===== src/nls_defines.svh =====
// timing counts, register offsets and field positions for the node loss supervisor
// assumes a 20 MHz core clock and a 32-bit AHB-Lite register bus
`ifndef NLS_DEFINES_SVH
`define NLS_DEFINES_SVH

// time base
`define NLS_CLK_KHZ 20000
`define NLS_LOSS_MS 2500
`define NLS_IGN_SETTLE_MS 1500
`define NLS_MSG_GAP_MS 100
`define NLS_LOSS_CYC (`NLS_LOSS_MS * `NLS_CLK_KHZ)
`define NLS_IGN_SETTLE_CYC (`NLS_IGN_SETTLE_MS * `NLS_CLK_KHZ)
`define NLS_MSG_GAP_CYC (`NLS_MSG_GAP_MS * `NLS_CLK_KHZ)

// register byte offsets
`define NLS_CTRL_OFS 8'h00
`define NLS_STATUS_OFS 8'h04
`define NLS_DTC_CUR_OFS 8'h08
`define NLS_DTC_HIST_OFS 8'h0c
`define NLS_TRIP_OFS 8'h10
`define NLS_TOTAL_OFS 8'h14

// channel layout: nodes 0..6, supply open 7, low voltage 8
`define NLS_CH_VEH 0
`define NLS_CH_MOTOR 1
`define NLS_CH_ABS 2
`define NLS_CH_BATT 3
`define NLS_CH_TEL 4
`define NLS_CH_BODY 5
`define NLS_CH_STEER 6
`define NLS_CH_SUPPLY 7
`define NLS_CH_LOWV 8
`define NLS_NODES 7
`define NLS_CHANS 9

// reset values
`define NLS_CTRL_RST 1'b1

`endif


===== src/nls_pkg.sv =====
// types shared by the node loss supervisor
// assumes nls_defines.svh supplies the numeric constants
package nls_pkg;
    typedef enum logic [1:0] {
        NLS_PWR_SLEEP = 2'b00,
        NLS_PWR_ACTIVE = 2'b01,
        NLS_PWR_OFF = 2'b10
    } nls_pwr_e;
    typedef logic [25:0] nls_cnt_t;
endpackage


===== src/nls_supervisor.sv =====
// node loss and supply fault supervisor for an instrument cluster
// assumes one 20 MHz clock, message valid pulses per node and level supply flags
// What this block does
// - vehicle message loss freezes odometers, resumes accumulating
// - motor message absent 2.5 s sets fault
// - motor back 2.5 s clears, logs history
// - motor loss holds speed, zero after 2.5 s
// - motor back 2.5 s shows live speed
// - brake unit loss lights brake lamps, fault
// - brake unit back: clear, lamps follow status
// - battery manager loss lights cut-off, insulation lamps
// - battery loss holds voltage, then dashes
// - battery loss holds current, then dashes
// - battery loss holds charge, then dashes
// - telematics loss lights lamp, sets fault
// - telematics back: clear, lamp follows, history
// - body controller loss lights position indicator
// - body controller back: clear, indicator follows
// - steering assist loss lights lamp, fault
// - steering assist back: clear, lamp follows
// - permanent supply open 2.5 s sets fault
// - permanent supply back 2.5 s: clear, history
// - both supplies open while active: power off, clear trip
// - supply under 9 V 2.5 s: fault
// - deep droop blanks lamps, display; keeps data
// - node supervision waits 1.5 s after ignition
//
// Our own choices: the AHB-Lite register port and the register addresses.
`timescale 1ns/1ns
`include "nls_defines.svh"

module nls_supervisor #(
    parameter nls_pkg::nls_cnt_t LOSS_CYC = 26'(`NLS_LOSS_CYC),
    parameter nls_pkg::nls_cnt_t IGN_SETTLE_CYC = 26'(`NLS_IGN_SETTLE_CYC),
    parameter nls_pkg::nls_cnt_t MSG_GAP_CYC = 26'(`NLS_MSG_GAP_CYC)
) (
    // clock and reset
    input wire logic core_clk,
    input wire logic sys_rst,
    // ahb-lite slave
    input wire logic hsel,
    input wire logic [31:0] haddr,
    input wire logic [1:0] htrans,
    input wire logic hwrite,
    input wire logic [2:0] hsize,
    input wire logic [31:0] hwdata,
    input wire logic hready,
    output logic hreadyout,
    output logic [31:0] hrdata,
    output logic hresp,
    // network messages and received status
    input wire logic [6:0] msgValid,
    input wire logic [15:0] motorSpeed,
    input wire logic [15:0] packVolt,
    input wire logic [15:0] packCurr,
    input wire logic [7:0] packSoc,
    input wire logic distPulse,
    input wire logic absFaultSts,
    input wire logic brakeFaultSts,
    input wire logic battCutSts,
    input wire logic insulSts,
    input wire logic telFaultSts,
    input wire logic posLampSts,
    input wire logic steerFaultSts,
    // supply monitors
    input wire logic ignitionOn,
    input wire logic permanentOn,
    input wire logic ignLow,
    input wire logic permLow,
    input wire logic deepDroop,
    // lamps and displays
    output logic absLamp,
    output logic brakeLamp,
    output logic battCutLamp,
    output logic insulLamp,
    output logic telLamp,
    output logic posLamp,
    output logic steerLamp,
    output logic displayOn,
    output logic deviceRun,
    output logic [15:0] speedShown,
    output logic [15:0] voltShown,
    output logic voltDash,
    output logic [15:0] currShown,
    output logic currDash,
    output logic [7:0] socShown,
    output logic socDash,
    output logic [31:0] tripDist,
    output logic [31:0] totalDist,
    output logic avgConsClear
);

    nls_pkg::nls_pwr_e pwrState;
    nls_pkg::nls_pwr_e next_pwrState;
    nls_pkg::nls_cnt_t absCnt [`NLS_CHANS];
    nls_pkg::nls_cnt_t presCnt [`NLS_CHANS];
    nls_pkg::nls_cnt_t ignCnt;
    logic [8:0] curDtc;
    logic [8:0] histDtc;
    logic [8:0] chanOk;
    logic [8:0] chanRun;
    logic [8:0] clearEv;
    logic superviseEn;
    logic droopHold;
    logic wrPend;
    logic [7:0] wrAddr;

    // bus decode
    wire busTake = hsel && htrans[1] && hready;
    wire [7:0] rdAddr = haddr[7:0];
    wire [31:0] rdMux =
        (rdAddr == `NLS_CTRL_OFS) ? {31'h0, superviseEn} :
        (rdAddr == `NLS_STATUS_OFS) ? {22'h0, pwrState, 1'b0, curDtc[6:0]} :
        (rdAddr == `NLS_DTC_CUR_OFS) ? {23'h0, curDtc} :
        (rdAddr == `NLS_DTC_HIST_OFS) ? {23'h0, histDtc} :
        (rdAddr == `NLS_TRIP_OFS) ? tripDist :
        (rdAddr == `NLS_TOTAL_OFS) ? totalDist : 32'h00000000;
    wire histWr = wrPend && (wrAddr == `NLS_DTC_HIST_OFS);
    wire ctrlWr = wrPend && (wrAddr == `NLS_CTRL_OFS);
    // power state decode
    wire bothOpen = !ignitionOn && !permanentOn;
    wire isActive = (pwrState == nls_pkg::NLS_PWR_ACTIVE);
    wire isOff = (pwrState == nls_pkg::NLS_PWR_OFF);
    wire ignSettled = isActive && (ignCnt == IGN_SETTLE_CYC);
    wire blank = droopHold || deepDroop || isOff;
    wire anyLow = ignLow || permLow;
    // power state machine
    always_comb
    begin
        next_pwrState = pwrState;
        case (pwrState)
            nls_pkg::NLS_PWR_SLEEP:
                if (ignitionOn)
                    next_pwrState = nls_pkg::NLS_PWR_ACTIVE;
            nls_pkg::NLS_PWR_ACTIVE:
                if (bothOpen)
                    next_pwrState = nls_pkg::NLS_PWR_OFF;
                else if (!ignitionOn)
                    next_pwrState = nls_pkg::NLS_PWR_SLEEP;
            nls_pkg::NLS_PWR_OFF:
                if (permanentOn)
                    next_pwrState = nls_pkg::NLS_PWR_SLEEP;
            default:
                next_pwrState = nls_pkg::NLS_PWR_SLEEP;
        endcase
    end

    always_ff @(posedge core_clk or posedge sys_rst)
    begin
        if (sys_rst)
            pwrState <= nls_pkg::NLS_PWR_SLEEP;
        else
            pwrState <= next_pwrState;
    end
    always_ff @(posedge core_clk or posedge sys_rst)
    begin
        if (sys_rst)
            ignCnt <= 26'h0000000;
        else if (!isActive || !ignitionOn)
            ignCnt <= 26'h0000000;
        else if (ignCnt != IGN_SETTLE_CYC)
            ignCnt <= ignCnt + 26'h0000001;
    end
    // channel good and run conditions
    assign chanOk = {!anyLow, permanentOn, msgValid};
    assign chanRun = {!isOff, isActive, {7{ignSettled && superviseEn}}};
    // per-channel absence and presence qualification
    genvar ch;
    generate
        for (ch = 0; ch < `NLS_CHANS; ch++)
        begin : g_chan
            always_ff @(posedge core_clk or posedge sys_rst)
            begin
                if (sys_rst)
                    absCnt[ch] <= 26'h0000000;
                else if (!chanRun[ch] || chanOk[ch])
                    absCnt[ch] <= 26'h0000000;
                else if (absCnt[ch] != LOSS_CYC)
                    absCnt[ch] <= absCnt[ch] + 26'h0000001;
            end
            // presence restarts on a miss; a supply on any bad cycle
            always_ff @(posedge core_clk or posedge sys_rst)
            begin
                if (sys_rst)
                    presCnt[ch] <= 26'h0000000;
                else if (!chanRun[ch] || absCnt[ch] > ((ch < `NLS_NODES) ? MSG_GAP_CYC : 26'h0))
                    presCnt[ch] <= 26'h0000000;
                else if (presCnt[ch] != LOSS_CYC)
                    presCnt[ch] <= presCnt[ch] + 26'h0000001;
            end
            assign clearEv[ch] = chanRun[ch] && curDtc[ch] && presCnt[ch] == LOSS_CYC;
            always_ff @(posedge core_clk or posedge sys_rst)
            begin
                if (sys_rst)
                    curDtc[ch] <= 1'b0;
                else if (chanRun[ch] && absCnt[ch] == LOSS_CYC)
                    curDtc[ch] <= 1'b1;
                else if (clearEv[ch])
                    curDtc[ch] <= 1'b0;
            end
            // recovery logs history; set beats clear
            always_ff @(posedge core_clk or posedge sys_rst)
            begin
                if (sys_rst)
                    histDtc[ch] <= 1'b0;
                else if (clearEv[ch])
                    histDtc[ch] <= 1'b1;
                else if (histWr && hwdata[ch])
                    histDtc[ch] <= 1'b0;
            end
        end
    endgenerate
    // droop blanking held until above 9 V
    always_ff @(posedge core_clk or posedge sys_rst)
    begin
        if (sys_rst)
            droopHold <= 1'b0;
        else if (deepDroop)
            droopHold <= 1'b1;
        else if (!anyLow)
            droopHold <= 1'b0;
    end
    always_ff @(posedge core_clk or posedge sys_rst)
    begin
        if (sys_rst)
        begin
            absLamp <= 1'b0;
            brakeLamp <= 1'b0;
            battCutLamp <= 1'b0;
            insulLamp <= 1'b0;
            telLamp <= 1'b0;
            posLamp <= 1'b0;
            steerLamp <= 1'b0;
            displayOn <= 1'b0;
            deviceRun <= 1'b0;
        end
        else
        begin
            absLamp <= !blank && (curDtc[`NLS_CH_ABS] || absFaultSts);
            brakeLamp <= !blank && (curDtc[`NLS_CH_ABS] || brakeFaultSts);
            battCutLamp <= !blank && (curDtc[`NLS_CH_BATT] || battCutSts);
            insulLamp <= !blank && (curDtc[`NLS_CH_BATT] || insulSts);
            telLamp <= !blank && (curDtc[`NLS_CH_TEL] || telFaultSts);
            posLamp <= !blank && (curDtc[`NLS_CH_BODY] || posLampSts);
            steerLamp <= !blank && (curDtc[`NLS_CH_STEER] || steerFaultSts);
            displayOn <= !blank;
            deviceRun <= !isOff;
        end
    end
    // speed holds on gaps, zero when lost
    always_ff @(posedge core_clk or posedge sys_rst)
    begin
        if (sys_rst)
            speedShown <= 16'h0000;
        else if (curDtc[`NLS_CH_MOTOR])
            speedShown <= 16'h0000;
        else if (msgValid[`NLS_CH_MOTOR])
            speedShown <= motorSpeed;
    end
    // battery values hold, dash when lost
    always_ff @(posedge core_clk or posedge sys_rst)
    begin
        if (sys_rst)
        begin
            voltShown <= 16'h0000;
            currShown <= 16'h0000;
            socShown <= 8'h00;
            voltDash <= 1'b0;
            currDash <= 1'b0;
            socDash <= 1'b0;
        end
        else
        begin
            if (msgValid[`NLS_CH_BATT] && !curDtc[`NLS_CH_BATT])
            begin
                voltShown <= packVolt;
                currShown <= packCurr;
                socShown <= packSoc;
            end
            voltDash <= curDtc[`NLS_CH_BATT];
            currDash <= curDtc[`NLS_CH_BATT];
            socDash <= curDtc[`NLS_CH_BATT];
        end
    end
    // odometers freeze on loss until a message returns, trip clears at power off
    wire odoFrozen = curDtc[`NLS_CH_VEH] && (absCnt[`NLS_CH_VEH] > MSG_GAP_CYC);
    always_ff @(posedge core_clk or posedge sys_rst)
    begin
        if (sys_rst)
        begin
            tripDist <= 32'h00000000;
            totalDist <= 32'h00000000;
            avgConsClear <= 1'b0;
        end
        else
        begin
            avgConsClear <= isActive && bothOpen;
            if (isActive && bothOpen)
                tripDist <= 32'h00000000;
            else if (isActive && distPulse && !odoFrozen)
            begin
                tripDist <= tripDist + 32'h00000001;
                totalDist <= totalDist + 32'h00000001;
            end
        end
    end
    // ahb-lite slave: zero wait, always okay
    always_ff @(posedge core_clk or posedge sys_rst)
    begin
        if (sys_rst)
        begin
            hreadyout <= 1'b0;
            hresp <= 1'b0;
            hrdata <= 32'h00000000;
            wrPend <= 1'b0;
            wrAddr <= 8'h00;
            superviseEn <= `NLS_CTRL_RST;
        end
        else
        begin
            hreadyout <= 1'b1;
            hresp <= 1'b0;
            wrPend <= busTake && hwrite;
            wrAddr <= rdAddr;
            if (busTake && !hwrite)
                hrdata <= rdMux;
            if (ctrlWr)
                superviseEn <= hwdata[0];
        end
    end
endmodule


===== config.mk =====
export PLATFORM = sky130hd
export DESIGN_NAME = nls_supervisor
export DESIGN_NICKNAME = d
export VERILOG_FILES = /design/src/nls_pkg.sv /design/src/nls_supervisor.sv
export VERILOG_INCLUDE_DIRS = /design/src /design/src/src
export SDC_FILE = /design/constraint.sdc
export NUM_CORES = 2
export LEC_CHECK = 0
export BUFFER_PORTS_ARGS = -buffer_cell sky130_fd_sc_hd__buf_2
export CORE_MARGIN = 8
export CORE_UTILIZATION = 33
export CTS_CLUSTER_SIZE = 20
export DETAILED_ROUTE_END_ITERATION = 7
export PLACE_DENSITY = 0.6
export RECOVER_POWER = 100
export SLEW_MARGIN = 0
export SYNTH_ARGS = -nofsm -noshare
export SYNTH_HDL_FRONTEND = slang
export SYNTH_SLANG_ARGS = --single-unit

===== constraint.sdc =====
create_clock -name core_clk -period 21.7 [get_ports core_clk]
set_input_delay 2.17 -clock core_clk [delete_from_list [all_inputs] [get_ports core_clk]]
set_output_delay 2.17 -clock core_clk [all_outputs]
set_load 0.1 [all_outputs]

# After elaboration in Yosys (flattened, before gate mapping)
# Index checks and enable logic that the tools add are counted.
dict set report word_totals {
  reg_bits 689
}
dict set report op_classes {
  addsub 21
  magnitude_cmp 9
  n_eq_ne 50
  mux 91
  bitwise 1
  reduce_logical 140
}
# cell n
set op_table {}
lappend op_table {{$mux W26} 38}
lappend op_table {{$add A26 B1 Y26 const B} 19}
lappend op_table {{$eq A26 B26 Y1 const B} 18}
lappend op_table {{$ne A26 B26 Y1 const B} 18}
lappend op_table {{$mux W32} 8}
lappend op_table {{$gt A26 B21 Y1 const B} 7}
lappend op_table {{$reduce_bool A2 Y1} 39}
lappend op_table {{$add A32 B1 Y32 const B} 2}
lappend op_table {{$logic_and A1 B1 Y1} 57}
lappend op_table {{$gt A26 B1 Y1 const B} 2}
lappend op_table {{$mux W1} 38}
lappend op_table {{$mux W16} 2}
lappend op_table {{$logic_or A1 B1 Y1} 29}
lappend op_table {{$eq A26 B25 Y1 const B} 1}
lappend op_table {{$ne A26 B25 Y1 const B} 1}
lappend op_table {{$eq A8 B4 Y1 const B} 3}
lappend op_table {{$eq A8 B5 Y1 const B} 2}
lappend op_table {{$logic_not A8 Y1} 2}
lappend op_table {{$logic_not A1 Y1} 10}
lappend op_table {{$eq A8 B3 Y1 const B} 1}
lappend op_table {{$mux W2} 4}
lappend op_table {{$ne A2 B2 Y1 const B} 3}
lappend op_table {{$pmux W2 S3} 1}
lappend op_table {{$ne A3 B3 Y1 const B} 1}
lappend op_table {{other kinds (6)} 6}

# Depth between registers and ports, before layout
dict set report depth {
  word_depth 7
  mapped_depth 10
  ltp_nobuf 8
}

# Worst setup path before layout
# OpenSTA, ideal clock, no wires.
dict set report synth_path {
  kind {in2reg}
  startpoint {input port permanentOn}
  endpoint {register tripDist[10]}
  setup_ps 132
  arrival_time_ps 3997
  slack_ps 17571
  cell_stages 8
  cell_sequence {or3b_2 -> clkbuf_1 -> or2_2 -> clkbuf_1 -> inv_1 -> buf_1 -> buf_1 -> nor2_1}
}
dict set report synth_via {
  elab_chain_len 4
}
# item line
set synth_lines {}
lappend synth_lines {{from (decl)} nls_supervisor.sv:67} ;# input wire logic permanentOn,
lappend synth_lines {{$logic_not A1 Y1 (*)} nls_supervisor.sv:121} ;# wire bothOpen = !ignitionOn && !permanentOn;
lappend synth_lines {{$logic_and A1 B1 Y1 (*)} nls_supervisor.sv:121}
lappend synth_lines {{$logic_and A1 B1 Y1 (*)} nls_supervisor.sv:298} ;# if (isActive && bothOpen)
lappend synth_lines {{$mux W32 or $reduce_bool A2 Y1 (tied branches)} --}
lappend synth_lines {{to (signal assigned)} nls_supervisor.sv:302} ;# tripDist <= tripDist + 32'h00000001;
lappend synth_lines {{to (decl)} nls_supervisor.sv:88} ;# output logic [31:0] tripDist,
# Mark *: on every way between the ends. The rest lies on a longest branch, timed or not.
# A chain may end at the register's enable or synchronous reset.

==> impl_metrics.json <==
{
  "power_mw": 3.01,
  "gr-usage-all-layers_pct": 13.8,
  "violations": "capacitance limit, slew limit",
  "synthMuxAreaShare_pct": 3.34,
  "grt_overflow_total": 0,
  "cts_buffers": 79,
  "crit_chain": "buf_2 > clkinvlp_2 > clkbuf_1 > clkbuf_1 > buf_4",
  "synth_flop_cell": "dfrtp_1",
  "gp_congestion": 0.822,
  "hold_path.class": "reg -> reg",
  "cts_tree": "yes",
  "placementRows": 117,
  "cp_slowest_cell": "clkbuf_1",
  "async_flop_share_pct": 100,
  "cts_resized": 0,
  "cts_sinks": 689,
  "finalHoldViolCount": 0,
  "slowest_delay_ns": 2.81,
  "power_density_nw_per_um2": 77.2,
  "setup_slack_ns": 10.63,
  "final_cells": 5144,
  "synth-simple-area-share_pct": 25.5,
  "synth_compound_area_share_pct": 3.34,
  "first_pass_iters": 6,
  "fin_skew_ns": 0.0285,
  "critical_path_class": "in -> async",
  "worstReg2RegEnd": "presCnt[122]",
  "dr_total_vias": 25345,
  "fin_crit_sh_pct": 51.0,
  "reg2reg_depth": 8,
  "htree_levels": 3,
  "hold_depth": 2,
  "slew_viol_final": 695,
  "ioPinCount": 317,
  "utilization_pct": 38.3,
  "status": "complete, but fails checks",
  "power.leakage_nw": 15.6,
  "hold_end": "histDtc[3]",
  "crit_fanout": 115,
  "startpoint_type": "primary input",
  "peakVddDrop_uv": 61.5,
  "startpoint": "sys_rst",
  "post_cts_hold_buffer_count": 0,
  "synth-xor-area-share_pct": 12.8,
  "ys_types": 64,
  "max_freq_mhz": 90.3,
  "rsz0062_at_grt": "no",
  "antenna_found_initial": 3,
  "syn_area_um2": 33800,
  "cp-end-kind": "asynchronous set/reset pin",
  "syn_avg_cell_area_um2": 9.78,
  "clk_latency_ns": 0.64,
  "ys_ff_latch": 689,
  "place_ws_ns": 16.04,
  "cts_root_buf": "clkbuf_16",
  "syn2layout_area_growth_pct": 15.4,
  "dieHeight_um": 336,
  "dieWidth_um": 336,
  "dr.first_iter.drc_count": 1794,
  "maxCapViolations": 13,
  "grt_max_degree": 174,
  "ant_nets": 0,
  "yosysWarnings": 0,
  "critical-path-top-delay-family": "buffers and inverters",
  "cp_num_buf_inv": 5,
  "setup_tns_ns": 0,
  "syn_inst": 3451,
  "critical_path_required_ns": 22.35,
  "setup_viol": 0,
  "hpwl_mm": 54.3,
  "nNetsFinal": 3899,
  "placed_cells": 4996,
  "start_util_pct": 33.2,
  "viasPerCell": 4.93,
  "tightest_slew_ns": 5.11,
  "cts_post_setup_buffers_inserted": 0,
  "cp.arrival_ns": 11.72,
  "synthAdderAreaFrac_pct": 1.48,
  "grt_pass1_vias": 24823,
  "crit_top_cell": "clkbuf_1",
  "drive_gt1_share_pct": 8.37,
  "port-buffer-count": 264,
  "reg2reg_from": "ignCnt[0]",
  "clk_pin_slew_ns": 0.06,
  "min_period_ns": 11.07,
  "drc": 0,
  "nFillCells": 10285,
  "ys_seq_area_share_pct": 51.1,
  "r2r_setup_slack_ns": 17.03,
  "synth_edf_count": 0,
  "maxSlewHeadroom_pct": -241,
  "routed_wl_mm": 79.9,
  "wl_per_cell_um": 15.5,
  "synth_top_family_by_area": "simple AND/OR/NAND/NOR gates",
  "synth_nets": 3641,
  "grt_pass1_wl_mm": 131,
  "dieArea_um2": 113000,
  "cts_buffer_depth": 3,
  "coreArea_um2": 102000,
  "min_from": "histDtc[3]"
}
## cells in the mapped netlist (all sizes together) (35+ instances only)
cell / count / area, um^2
mux2: 53 / 597
o21ai: 52 / 264
xor2: 284 / 2490
and3: 90 / 563
nor4: 82 / 513
dfrtp: 688 / 17200
inv: 92 / 345
clkbuf: 94 / 353
xnor2: 211 / 1850
ha: 40 / 500
mux2i: 53 / 531
nand2: 269 / 1010
nand3: 246 / 1240
and4: 35 / 307
a21oi: 47 / 235
nor2: 607 / 2280
or3: 35 / 219
nand4: 134 / 838
nor3: 109 / 606
## cell usage in the layout, fill, tap and decap left out, drive strengths merged, types with 35 or more instances in the layout
cell type	n
inv	95
o21ai	52
mux2i	53
xnor2	211
nor2	607
buf	98
mux2	53
xor2	284
nand2	269
nand4	134
nand3	246
nor4	82
dfrtp	688
and4	35
ha	40
a21oi	47
clkbuf	308
or3	35
nor3	109
and3	90
## flip-flops by register name, indices dropped and copies added, names as in the netlist, 9 cells and up
| name | cells |
|---|---|
| histDtc | 9 |
| curDtc | 9 |
| voltShown | 16 |
| presCnt | 234 |
| currShown | 16 |
| ignCnt | 26 |
| speedShown | 16 |
| hrdata | 32 |
| tripDist | 32 |
| totalDist | 32 |
| absCnt | 234 |
## report_power, final
group          leakage [nW]  internal (mW)  switching [mW]  total, mW
Combinational          4.79         0.0474           0.230      0.278
Sequential             9.42           1.31          0.0283       1.34
Clock                  1.36          0.832           0.559       1.39
## metrics by stage
stage          hold WS (ns)  cell area, um^2
2_1_floorplan         0.437            33800
3_3_place_gp          0.452            36600
3_5_place_dp          0.460            36600
4_1_cts               0.475            39300
5_1_grt               0.486            38900
6_report              0.472            38900
## logic make-up after synthesis
family / count (synthesis)
adders and majority gates: 40
xor gates and xnor gates: 495
buffers and inverters: 206
other: 2
muxes: 106
and+or+nand+nor: 1740
DFF: 689
AOI/OAI and AO/OA: 173
## routing by layer
| metal | vias up | track usage, % | part of all wire (%) |
|---|---|---|---|
| met3 | 95 | 2.31 | 4.8 |
| li1 | 12381 | - | - |
| met4 | 0 | 4.03 | 1.9 |
| met2 | 443 | 22.1 | 46 |
| met5 | - | 0 | 0 |
| met1 | 12426 | 19.1 | 47 |
## worst register-to-register path, stage by stage, from the launching register on
cell       delay, ns
dfrtp_1         0.41
inv_1           0.10
ha_1            0.15
or4b_1          0.48
or3_1           0.34
nor3_1          0.26
clkbuf_1        1.03
o2111ai_1       1.34
a21oi_1         0.43
## worst max-delay path by stage
| stage | endpoint | slack [ns] | cells past startpoint |
|---|---|---|---|
| after floorplan | absCnt[0] | 0.21 | 1 |
| after global placement | presCnt[172] | 16.06 | 5 |
| after detailed placement | brakeLamp | 16.04 | 5 |
| after CTS | presCnt[171] | 16.73 | 5 |
| after global routing | presCnt[171] | 8.42 | 5 |
| final | presCnt[171] | 10.63 | 5 |
## layout make-up
| class | count | area (um^2) | share of cell area, % |
|---|---|---|---|
| Multi-Input combinational cell | 2556 | 15600 | 40.2 |
| Clock buffer | 115 | 2360 | 6.05 |
| Antenna cell | 1 | 2.50 | 0.00643 |
| Sequential cell | 689 | 17200 | 44.3 |
| Timing Repair Buffer | 291 | 1250 | 3.22 |
| Clock inverter | 32 | 385 | 0.990 |
| Tap cell | 1368 | 1710 | 4.40 |
| Inverter | 92 | 347 | 0.890 |
No activity file was read; power rests on OpenSTA's default activity.
